File: config.mk
export PLATFORM = sky130hd
export DESIGN_NAME = serial_current_loop_port
export DESIGN_NICKNAME = d
export VERILOG_FILES = /design/src/rtl/serial_current_loop_port.v /design/src/rtl/byte_fifo.v /design/src/rtl/bit_timer.v
export VERILOG_INCLUDE_DIRS = /design/src /design/src/rtl
export SDC_FILE = /design/constraint.sdc
export NUM_CORES = 1
export LEC_CHECK = 0
export ABC_AREA = 1
export BUFFER_PORTS_ARGS = -buffer_cell sky130_fd_sc_hd__buf_2
export CAP_MARGIN = 20
export CORE_MARGIN = 8
export CORE_UTILIZATION = 54
export DETAILED_ROUTE_END_ITERATION = 16
export PLACE_DENSITY = 0.85
export SYNTH_ARGS = -nofsm -noshare
export SYNTH_HDL_FRONTEND = slang
export SYNTH_HIERARCHICAL = 1
export SYNTH_SLANG_ARGS = --single-unit
File: constraint.sdc
create_clock -name clk -period 2.27 [get_ports clk]
set_input_delay 0 -clock clk [delete_from_list [all_inputs] [get_ports clk]]
set_output_delay 0 -clock clk [all_outputs]
set_load 0.05 [all_outputs]
File: src/rtl/serial_loop_regs.vh
`ifndef SERIAL_LOOP_REGS_VH
`define SERIAL_LOOP_REGS_VH
// register byte addresses
`define REG_CTRL_CMD      8'h00
`define REG_FLAGS         8'h04
`define REG_ACCUM         8'h08
`define REG_OP            8'h0C
`define REG_STATUS        8'h10
// control command word fields
`define CMD_LOAD_BIT      7
`define CMD_MODE_LSB      4
`define CMD_MODE_MSB      6
// flag register field
`define FLAG_LINE_BIT     6
// operation register fields
`define OP_RECV_BIT       0
`define OP_SEND_BIT       1
`define OP_GATE_BIT       2
// status register fields
`define STAT_RX_BUSY      0
`define STAT_TX_BUSY      1
`define STAT_RX_DONE      2
`define STAT_SPARE_OPT    3
// modes and reset values
`define MODE_SPACE        3'h3
`define MODE_RESET        3'h0
`define ACCUM_RESET       16'h0000
// timing, microseconds and clock
`define CLK_MHZ           250
`define HALF_BIT_US       4500
`define BIT_US            9090
`define HALF_BIT_CYCLES   (`HALF_BIT_US * `CLK_MHZ)
`define BIT_CYCLES        (`BIT_US * `CLK_MHZ)
`define TX_INTERVALS      11
`define RX_BITS           8
`endif

File: src/rtl/serial_current_loop_port.v
// Functional notes
// mode 3 sends space, else mark
// line level at flag bit 6, space=1
// start seen, wait half, sample each bit
// eight bits into accumulator low byte
// line updated once each bit interval
// start bit sent by setting mode 3
// send stays busy eleven bit intervals
// bit7 set loads bits 6:4 as mode
// spare option gates input one command time
// program issues gate command before testing
// receive completes after full character
// receive started before start bit
// send shifts out accumulator low byte
// low byte reads ones during send
// data least significant bit first
// bit timing from parameterised clock counter
//
// The placing of the registers and the AXI4-Lite register port were left to the implementer.
`timescale 1ns/1ps
`include "serial_loop_regs.vh"
`default_nettype none
module serial_current_loop_port #(
  parameter        SPARE_OPT   = 1,
  parameter [21:0] HALF_CYCLES = `HALF_BIT_CYCLES,
  parameter [21:0] BIT_CYCLES  = `BIT_CYCLES
) (
  input  wire        clk,
  input  wire        reset,
  input  wire [7:0]  s_axi_awaddr,
  input  wire        s_axi_awvalid,
  output reg         s_axi_awready,
  input  wire [31:0] s_axi_wdata,
  input  wire [3:0]  s_axi_wstrb,
  input  wire        s_axi_wvalid,
  output reg         s_axi_wready,
  output reg  [1:0]  s_axi_bresp,
  output reg         s_axi_bvalid,
  input  wire        s_axi_bready,
  input  wire [7:0]  s_axi_araddr,
  input  wire        s_axi_arvalid,
  output reg         s_axi_arready,
  output reg  [31:0] s_axi_rdata,
  output reg  [1:0]  s_axi_rresp,
  output reg         s_axi_rvalid,
  input  wire        s_axi_rready,
  input  wire        line_rx,
  output reg         line_tx
);
  localparam RX_IDLE = 2'h0;
  localparam RX_WAIT = 2'h1;
  localparam RX_SAMP = 2'h2;
  localparam RX_STOP = 2'h3;
  localparam TX_IDLE = 1'b0;
  localparam TX_RUN  = 1'b1;

  reg [2:0]  mode_q;
  reg [15:0] accum_q;
  reg [1:0]  rx_state_q;
  reg [3:0]  rx_cnt_q;
  reg [7:0]  rx_shift_q;
  reg        rx_done_q;
  reg        tx_state_q;
  reg [3:0]  tx_cnt_q;
  reg [9:0]  tx_shift_q;
  reg        gate_q;
  reg        aw_hold_q;
  reg        w_hold_q;
  reg [7:0]  awaddr_q;
  reg [31:0] wdata_q;
  reg [3:0]  wstrb_q;
  reg        rx_start;
  reg        tx_start;
  reg        fifo_pop;
  wire       rx_tick;
  wire       tx_tick;
  wire       fifo_in_ready;
  wire [7:0] fifo_data;
  wire       fifo_valid;
  wire       rx_push;
  wire       do_write;
  wire       flag_bit;

  // no option: line visible always; with option only after gate command
  assign flag_bit = (SPARE_OPT == 0) ? line_rx : (line_rx & gate_q);  // see R2

  bit_timer #(.CW(22)) u_rx_timer (
    .clk          (clk),
    .reset        (reset),
    .start        (rx_start),
    .first_count  (HALF_CYCLES),
    .period_count (BIT_CYCLES),
    .tick         (rx_tick)
  );

  bit_timer #(.CW(22)) u_tx_timer (
    .clk          (clk),
    .reset        (reset),
    .start        (tx_start),
    .first_count  (BIT_CYCLES),
    .period_count (BIT_CYCLES),
    .tick         (tx_tick)
  );

  assign rx_push = (rx_state_q == RX_SAMP) && rx_tick && (rx_cnt_q == `RX_BITS - 1);

  // received bytes queue here; new start bits are ignored while full
  byte_fifo #(.WIDTH(8), .DEPTH(8), .AW(3)) u_fifo (
    .clk       (clk),
    .reset     (reset),
    .in_data   ({~line_rx, rx_shift_q[7:1]}),
    .in_valid  (rx_push),
    .in_ready  (fifo_in_ready),
    .out_data  (fifo_data),
    .out_valid (fifo_valid),
    .out_ready (fifo_pop)
  );

  // receiver: space (line_rx=1) marks start bit
  always @(posedge clk) begin
    if (reset) begin
      rx_state_q <= RX_IDLE;
      rx_cnt_q   <= 4'h0;
      rx_shift_q <= 8'h00;
      rx_start   <= 1'b0;
    end else begin
      rx_start <= 1'b0;
      case (rx_state_q)
        RX_IDLE: begin
          if (line_rx && fifo_in_ready) begin
            rx_start   <= 1'b1;
            rx_state_q <= RX_WAIT;
          end
        end
        RX_WAIT: begin
          if (rx_tick) begin
            rx_cnt_q   <= 4'h0;
            rx_state_q <= RX_SAMP;
          end
        end
        RX_SAMP: begin
          if (rx_tick) begin
            // mark=1 data bit, lsb arrives first
            rx_shift_q <= {~line_rx, rx_shift_q[7:1]};
            rx_cnt_q   <= rx_cnt_q + 4'h1;
            if (rx_cnt_q == `RX_BITS - 1)
              rx_state_q <= RX_STOP;
          end
        end
        RX_STOP: begin
          if (!line_rx)
            rx_state_q <= RX_IDLE;
        end
        default: rx_state_q <= RX_IDLE;
      endcase
    end
  end

  // transmitter: start(space), 8 data, two stop marks = 11 intervals
  always @(posedge clk) begin
    if (reset) begin
      tx_state_q <= TX_IDLE;
      tx_cnt_q   <= 4'h0;
      tx_shift_q <= 10'h3FF;
      tx_start   <= 1'b0;
    end else begin
      tx_start <= 1'b0;
      case (tx_state_q)
        TX_IDLE: begin
          if (do_write && awaddr_q == `REG_OP && wstrb_q[0]
              && wdata_q[`OP_SEND_BIT]) begin
            tx_shift_q <= {2'b11, accum_q[7:0]};
            tx_cnt_q   <= 4'h0;
            tx_start   <= 1'b1;
            tx_state_q <= TX_RUN;
          end
        end
        TX_RUN: begin
          if (tx_tick) begin
            tx_cnt_q   <= tx_cnt_q + 4'h1;
            tx_shift_q <= {1'b1, tx_shift_q[9:1]};
            if (tx_cnt_q == `TX_INTERVALS - 1)
              tx_state_q <= TX_IDLE;
          end
        end
        default: tx_state_q <= TX_IDLE;
      endcase
    end
  end

  // mode, accumulator, gate and line output
  always @(posedge clk) begin
    if (reset) begin
      mode_q    <= `MODE_RESET;
      accum_q   <= `ACCUM_RESET;
      gate_q    <= 1'b0;
      rx_done_q <= 1'b0;
      fifo_pop  <= 1'b0;
      line_tx   <= 1'b0;
    end else begin
      fifo_pop <= 1'b0;
      // gate holds for exactly the following access
      if (do_write || (s_axi_arvalid && s_axi_arready))
        gate_q <= 1'b0;
      if (do_write) begin
        case (awaddr_q)
          `REG_CTRL_CMD: begin
            if (wstrb_q[0] && wdata_q[`CMD_LOAD_BIT] && tx_state_q == TX_IDLE)
              mode_q <= wdata_q[`CMD_MODE_MSB:`CMD_MODE_LSB];
          end
          `REG_ACCUM: begin
            if (tx_state_q == TX_IDLE) begin
              if (wstrb_q[0])
                accum_q[7:0] <= wdata_q[7:0];
              if (wstrb_q[1])
                accum_q[15:8] <= wdata_q[15:8];
            end
          end
          `REG_OP: begin
            if (wstrb_q[0] && wdata_q[`OP_GATE_BIT])
              gate_q <= 1'b1;
            if (wstrb_q[0] && wdata_q[`OP_RECV_BIT])
              rx_done_q <= 1'b0;
          end
          default: ;
        endcase
      end
      if (tx_start)
        accum_q[7:0] <= 8'hFF;
      // start bit spans the first interval only; each tick shows the next element
      if (tx_state_q == TX_RUN && tx_tick)
        mode_q <= tx_shift_q[0] ? `MODE_RESET : `MODE_SPACE;
      if (tx_start)
        mode_q <= `MODE_SPACE;
      // a completed character moves into the accumulator low byte
      if (fifo_valid && !fifo_pop && tx_state_q == TX_IDLE && !tx_start) begin
        accum_q[7:0] <= fifo_data;  // see R4
        rx_done_q    <= 1'b1;
        fifo_pop     <= 1'b1;
      end
      // line current on (mark=1) except in mode 3
      line_tx <= (mode_q != `MODE_SPACE);
    end
  end

  assign do_write = aw_hold_q && w_hold_q && !s_axi_bvalid;

  // axi4-lite write: address and data taken independently
  always @(posedge clk) begin
    if (reset) begin
      s_axi_awready <= 1'b0;
      s_axi_wready  <= 1'b0;
      s_axi_bvalid  <= 1'b0;
      s_axi_bresp   <= 2'h0;
      aw_hold_q     <= 1'b0;
      w_hold_q      <= 1'b0;
      awaddr_q      <= 8'h00;
      wdata_q       <= 32'h00000000;
      wstrb_q       <= 4'h0;
    end else begin
      s_axi_awready <= !aw_hold_q && !s_axi_awready && s_axi_awvalid;
      s_axi_wready  <= !w_hold_q && !s_axi_wready && s_axi_wvalid;
      if (s_axi_awvalid && s_axi_awready) begin
        aw_hold_q <= 1'b1;
        awaddr_q  <= s_axi_awaddr;
      end
      if (s_axi_wvalid && s_axi_wready) begin
        w_hold_q <= 1'b1;
        wdata_q  <= s_axi_wdata;
        wstrb_q  <= s_axi_wstrb;
      end
      if (do_write) begin
        s_axi_bvalid <= 1'b1;
        s_axi_bresp  <= (awaddr_q == `REG_CTRL_CMD || awaddr_q == `REG_ACCUM
                         || awaddr_q == `REG_OP) ? 2'h0 : 2'h2;
      end
      if (s_axi_bvalid && s_axi_bready) begin
        s_axi_bvalid <= 1'b0;
        aw_hold_q    <= 1'b0;
        w_hold_q     <= 1'b0;
      end
    end
  end

  // axi4-lite read
  always @(posedge clk) begin
    if (reset) begin
      s_axi_arready <= 1'b0;
      s_axi_rvalid  <= 1'b0;
      s_axi_rdata   <= 32'h00000000;
      s_axi_rresp   <= 2'h0;
    end else begin
      s_axi_arready <= !s_axi_arready && !s_axi_rvalid && s_axi_arvalid;
      if (s_axi_arvalid && s_axi_arready) begin
        s_axi_rvalid <= 1'b1;
        s_axi_rresp  <= 2'h0;
        s_axi_rdata  <= 32'h00000000;
        case (s_axi_araddr)
          `REG_CTRL_CMD: s_axi_rdata[`CMD_MODE_MSB:`CMD_MODE_LSB] <= mode_q;
          `REG_FLAGS:    s_axi_rdata[`FLAG_LINE_BIT] <= flag_bit;
          `REG_ACCUM:    s_axi_rdata[15:0] <= accum_q;
          `REG_OP:       ;
          `REG_STATUS: begin
            s_axi_rdata[`STAT_RX_BUSY]   <= (rx_state_q != RX_IDLE);
            s_axi_rdata[`STAT_TX_BUSY]   <= (tx_state_q == TX_RUN);
            s_axi_rdata[`STAT_RX_DONE]   <= rx_done_q;
            s_axi_rdata[`STAT_SPARE_OPT] <= (SPARE_OPT != 0);
          end
          default:       s_axi_rresp <= 2'h2;
        endcase
      end else if (s_axi_rvalid && s_axi_rready) begin
        s_axi_rvalid <= 1'b0;
      end
    end
  end
endmodule // serial_current_loop_port
`default_nettype wire

File: src/rtl/byte_fifo.v
`timescale 1ns/1ps
`default_nettype none
module byte_fifo #(
  parameter WIDTH = 8,
  parameter DEPTH = 8,
  parameter AW    = 3
) (
  input  wire             clk,
  input  wire             reset,
  input  wire [WIDTH-1:0] in_data,
  input  wire             in_valid,
  output wire             in_ready,
  output reg  [WIDTH-1:0] out_data,
  output reg              out_valid,
  input  wire             out_ready
);
  reg [WIDTH-1:0] mem [0:DEPTH-1];
  reg [AW-1:0]    wr_q;
  reg [AW-1:0]    rd_q;
  reg [AW:0]      cnt_q;
  wire            push;
  wire            pop;
  wire            take;

  // output register is not counted in cnt_q, so one more word waits outside mem
  assign take     = (cnt_q != {(AW+1){1'b0}}) && (!out_valid || out_ready);
  assign pop      = out_valid && out_ready;
  assign in_ready = (cnt_q != DEPTH[AW:0]);
  assign push     = in_valid && in_ready;

  always @(posedge clk) begin
    if (reset) begin
      wr_q      <= {AW{1'b0}};
      rd_q      <= {AW{1'b0}};
      cnt_q     <= {(AW+1){1'b0}};
      out_valid <= 1'b0;
      out_data  <= {WIDTH{1'b0}};
    end else begin
      if (push) begin
        mem[wr_q] <= in_data;
        wr_q      <= wr_q + 1'b1;
      end
      if (take) begin
        out_data <= mem[rd_q];
        rd_q     <= rd_q + 1'b1;
      end
      if (take)
        out_valid <= 1'b1;
      else if (pop)
        out_valid <= 1'b0;
      cnt_q <= cnt_q + {{AW{1'b0}}, push} - {{AW{1'b0}}, take};
    end
  end
endmodule // byte_fifo
`default_nettype wire

File: src/rtl/bit_timer.v
`timescale 1ns/1ps
`default_nettype none
module bit_timer #(
  parameter CW = 22
) (
  input  wire          clk,
  input  wire          reset,
  input  wire          start,
  input  wire [CW-1:0] first_count,
  input  wire [CW-1:0] period_count,
  output reg           tick
);
  reg [CW-1:0] cnt_q;
  reg          run_q;

  always @(posedge clk) begin
    if (reset) begin
      cnt_q <= {CW{1'b0}};
      run_q <= 1'b0;
      tick  <= 1'b0;
    end else begin
      tick <= 1'b0;
      if (start) begin
        cnt_q <= first_count;
        run_q <= 1'b1;
      end else if (run_q) begin
        if (cnt_q == {{(CW-1){1'b0}}, 1'b1}) begin
          tick  <= 1'b1;
          cnt_q <= period_count;
        end else begin
          cnt_q <= cnt_q - 1'b1;
        end
      end
    end
  end
endmodule // bit_timer
`default_nettype wire

==> qor.tcl <==
set qor(outcome) {completed}
set qor(yosys_warnings) 6
set qor(max_freq_mhz) 473
set qor(die-height_um) 165
set qor(synthesis.instances) 1597
set qor(place_worst_setup_slack_ns) 0.0687
set qor(grt_pass1_wl_um) 51800
set qor(cts.repair_timing.setup_buffer_count) 0
set qor(syn2layout_area_growth_pct) 18.3
set qor(wl_um) 31600
set qor(clockBufferDepth) 3
set qor(post-synth-top-area-cell) {dfxtp_1}
set qor(finish.cell_count_without_fillers) 2090
set qor(synth.top_cells.by_count) {nand2_1, nor2_1, inv_1}
set qor(grt_antenna_before_repair) 0
set qor(timing_worst_slew_pin_value_ns) 0.808
set qor(portBuffers) 65
set qor(grt_setup_unrepaired) {false}
set qor(yosysMostFrequentCell) {nand2_1}
set qor(slowest_delay_ns) 0.54
set qor(fin_util_pct) 65.1
set qor(critical_path.max_fanout) 4
set qor(edff_count_synth) 64
set qor(dp_cells) 1998
set qor(hold-worst-slack_ns) 0.260
set qor(cts.root.buffer_cell) {clkbuf_16}
set qor(timing.final.crit_share_pct) 93.1
set qor(r2r_start) {rx_state_q[0]}
set qor(synthFlopType) {dfxtp_1}
set qor(post-route-worst-setup-slack_ns) 0.157
set qor(final_layout_size_suffix_gt1_share_pct) 12.6
set qor(route.antenna.remaining_nets) 0
set qor(hold_path_startpoint) {s_axi_rready}
set qor(p_per_area_mw_per_mm2) 974
set qor(tritoncts) {done}
set qor(finalMaxSlewViolations) 0
set qor(area_share_of_the_leading_cell_type_in_the_synthesized_netlist_pct) 28.2
set qor(start_kind) {register}
set qor(routed_wire_length_per_instance_um) 15.1
set qor(min_path_type) {input port to register}
set qor(synth.lib_cells_used.distinct) 48
set qor(route.detailed.vias_per_inst) 5.38
set qor(layout_min_cycle_time_ns) 2.11
set qor(drt_first_pass_iters) 6
set qor(vdd_ir_drop_max_mv) 0.791
set qor(startpoint) {rx_state_q[0]}
set qor(max-cap-violations) 0
set qor(max_slew_margin_pct) 46.0
set qor(report.final.hold_viol_count) 0
set qor(critical-path-slowest-cell) {fa_2}
set qor(drt-initial-drc-count) 925
set qor(finalClockSkew_ns) 0.0193
set qor(synth_seq_cells) 233
set qor(post_synth.cell_area_avg_um2) 7.52
set qor(r2r_slack_ns) 0.16
set qor(critical_path.cell_chain) {inv_2, ha_2, nand2_1, nor2_1, nand2_1, ha_1, inv_1, ha_2, fa_2, inv_1, nor2_1}
set qor(initial_utilization_pct) 55.0
set qor(synth.cell_area_mm2) 0.0120
set qor(setup_viol) 0
set qor(timing.setup.critical_path_class) {register to register}
set qor(floorplan.io_pins) 102
set qor(fp.dieW_um) 165
set qor(n_antenna_cell) 0
set qor(detailed_place_hpwl_um) 20500
set qor(clk_transition_reported_paths_ns) 0.06
set qor(fp-row-count) 54
set qor(die_area_mm2) 0.0273
set qor(grt_usage_pct) 22.8
set qor(core_area_mm2) 0.0218
set qor(cts_buffers) 25
set qor(cts_max_level) 1
set qor(total_via_count_after_detailed_routing) 11200
set qor(cellLeakagePower_nw) 6.41
set qor(finish.net_count) 1872
set qor(route.detailed.drc) 0
set qor(worst_ep_required_time_ns) 2.74
set qor(setup.worst_path.end_class) {register}
set qor(globalplace.congestion) 0.924
set qor(total_negative_slack_for_setup_checks_ns) 0
set qor(critical_path_arrival_ns) 2.58
set qor(worstSkewPairLatency_ns) 0.54
set qor(ys_top_cells_by_area) {dfxtp_1, edfxtp_1, nand2_1}
set qor(ffs_w_async_s_r_synth_pct) 0
set qor(first_global_vias) 11000
set qor(synth-seq-area-share_pct) 44.2
set qor(num_clock_sinks) 233
set qor(grt_max_degree) 72
set qor(globalRoute.totalOverflow) 0
## worst max-delay path: cells and delay by family (launching register included)
kind / cells / cell delay, ns
DFF: 1 / 0.33
buffers and inverters: 3 / 0.17
adders and majority gates: 4 / 1.21
and+or+nand+nor: 4 / 0.35
## power by group
group | leakage (nW) | internal (W) | switching, W
clock | 0.444 | 0.00274 | 0.00173
sequential | 2.07 | 0.00462 | 0.000343
combinational | 3.90 | 0.00155 | 0.00287
## stage by stage
| stage | total power (W) | area (µm²) |
|---|---|---|
| final | 0.0138 | 14200 |
| after global routing | 0.0146 | 14200 |
| after CTS | 0.0138 | 14200 |
| after detailed placement | 0.00924 | 12800 |
| after global placement | 0.00908 | 12800 |
| after floorplan | 0.00843 | 12400 |
## state kept, by name (all words and copies together), names as in the netlist, 7 cells and up
signal and flops:
u_fifo/mem 64, u_rx_timer/cnt_q 22, u_tx_timer/cnt_q 22, accum_q 16
s_axi_rdata 16, wdata_q 16, awaddr_q 8, tx_shift_q 8
u_fifo/out_data 8, rx_shift_q 7
## what timing repair did
item	in CTS	in global routing
hold buffers	46	0
gates resized for setup	0	4
hold endpoints to repair	54	0
endpoints found under the setup margin	0	3
## per-layer routing
metal	wire [µm]	vias up	global-route usage (%)
li1	-	5470	-
met1	12900	5224	27.6
met2	15500	441	39.4
met3	2110	99	3.69
met4	1140	0	9.99
met5	0	-	0
## cell families (layout without fill, tap and decap cells)
family          after synthesis  after routing  synth area share, %
compound gates              269            269                 13.6
xor+xnor                      6              6                0.437
fa+ha+maj                    21             21                 2.25
buf+inv                     257            366                 9.72
flops                       233            233                 44.2
other cells                   2            106               0.0625
simple gates                809            809                 29.8
## area by class of cell
class                           count  area [µm²]
Clock inverter                     15         226
Inverter                          179         677
Multi-Input combinational cell   1211        5940
Fill cell                        1713        7610
Clock buffer                       31         688
Tap cell                          280         350
Sequential cell                   233        5310
Timing Repair Buffer              141        1030
## placed cells by master (no fill, tap or decap), types with 3 or more instances in the layout
master | netlist | final
inv_2 | 3 | 5
bufinv_16 | 0 | 5
o21ai_1 | 5 | 5
buf_4 | 20 | 30
nor2_4 | 6 | 6
nand3_1 | 137 | 137
a21oi_1 | 96 | 96
nand2_1 | 330 | 330
o211ai_2 | 8 | 8
o21ai_0 | 85 | 85
nand4_1 | 13 | 13
nand2_2 | 10 | 10
clkinvlp_4 | 0 | 3
a22oi_1 | 42 | 42
nor2_1 | 253 | 253
dfxtp_1 | 169 | 169
or2_2 | 4 | 4
o211ai_1 | 4 | 4
and3_1 | 3 | 3
edfxtp_1 | 64 | 64
xnor2_1 | 4 | 4
a21oi_2 | 18 | 18
clkinv_1 | 5 | 5
nor2_2 | 11 | 11
nand3_2 | 12 | 12
o21bai_1 | 3 | 3
conb_1 | 2 | 106
clkinv_2 | 0 | 5
clkbuf_16 | 0 | 25
dlygate4sd3_1 | 0 | 46
ha_1 | 20 | 18
clkbuf_8 | 0 | 4
nor3_1 | 9 | 9
nand3b_1 | 12 | 12
buf_2 | 14 | 64
inv_1 | 170 | 168
## final timing paths
path / to / depth (start not counted)
setup / recovery: u_fifo/cnt_q[1] / 11
hold / removal: s_axi_rvalid / 5
setup reg to reg: u_fifo/cnt_q[1] / 11
hold reg to reg: s_axi_awready / 1
No activity file was read; power rests on OpenSTA's default activity.
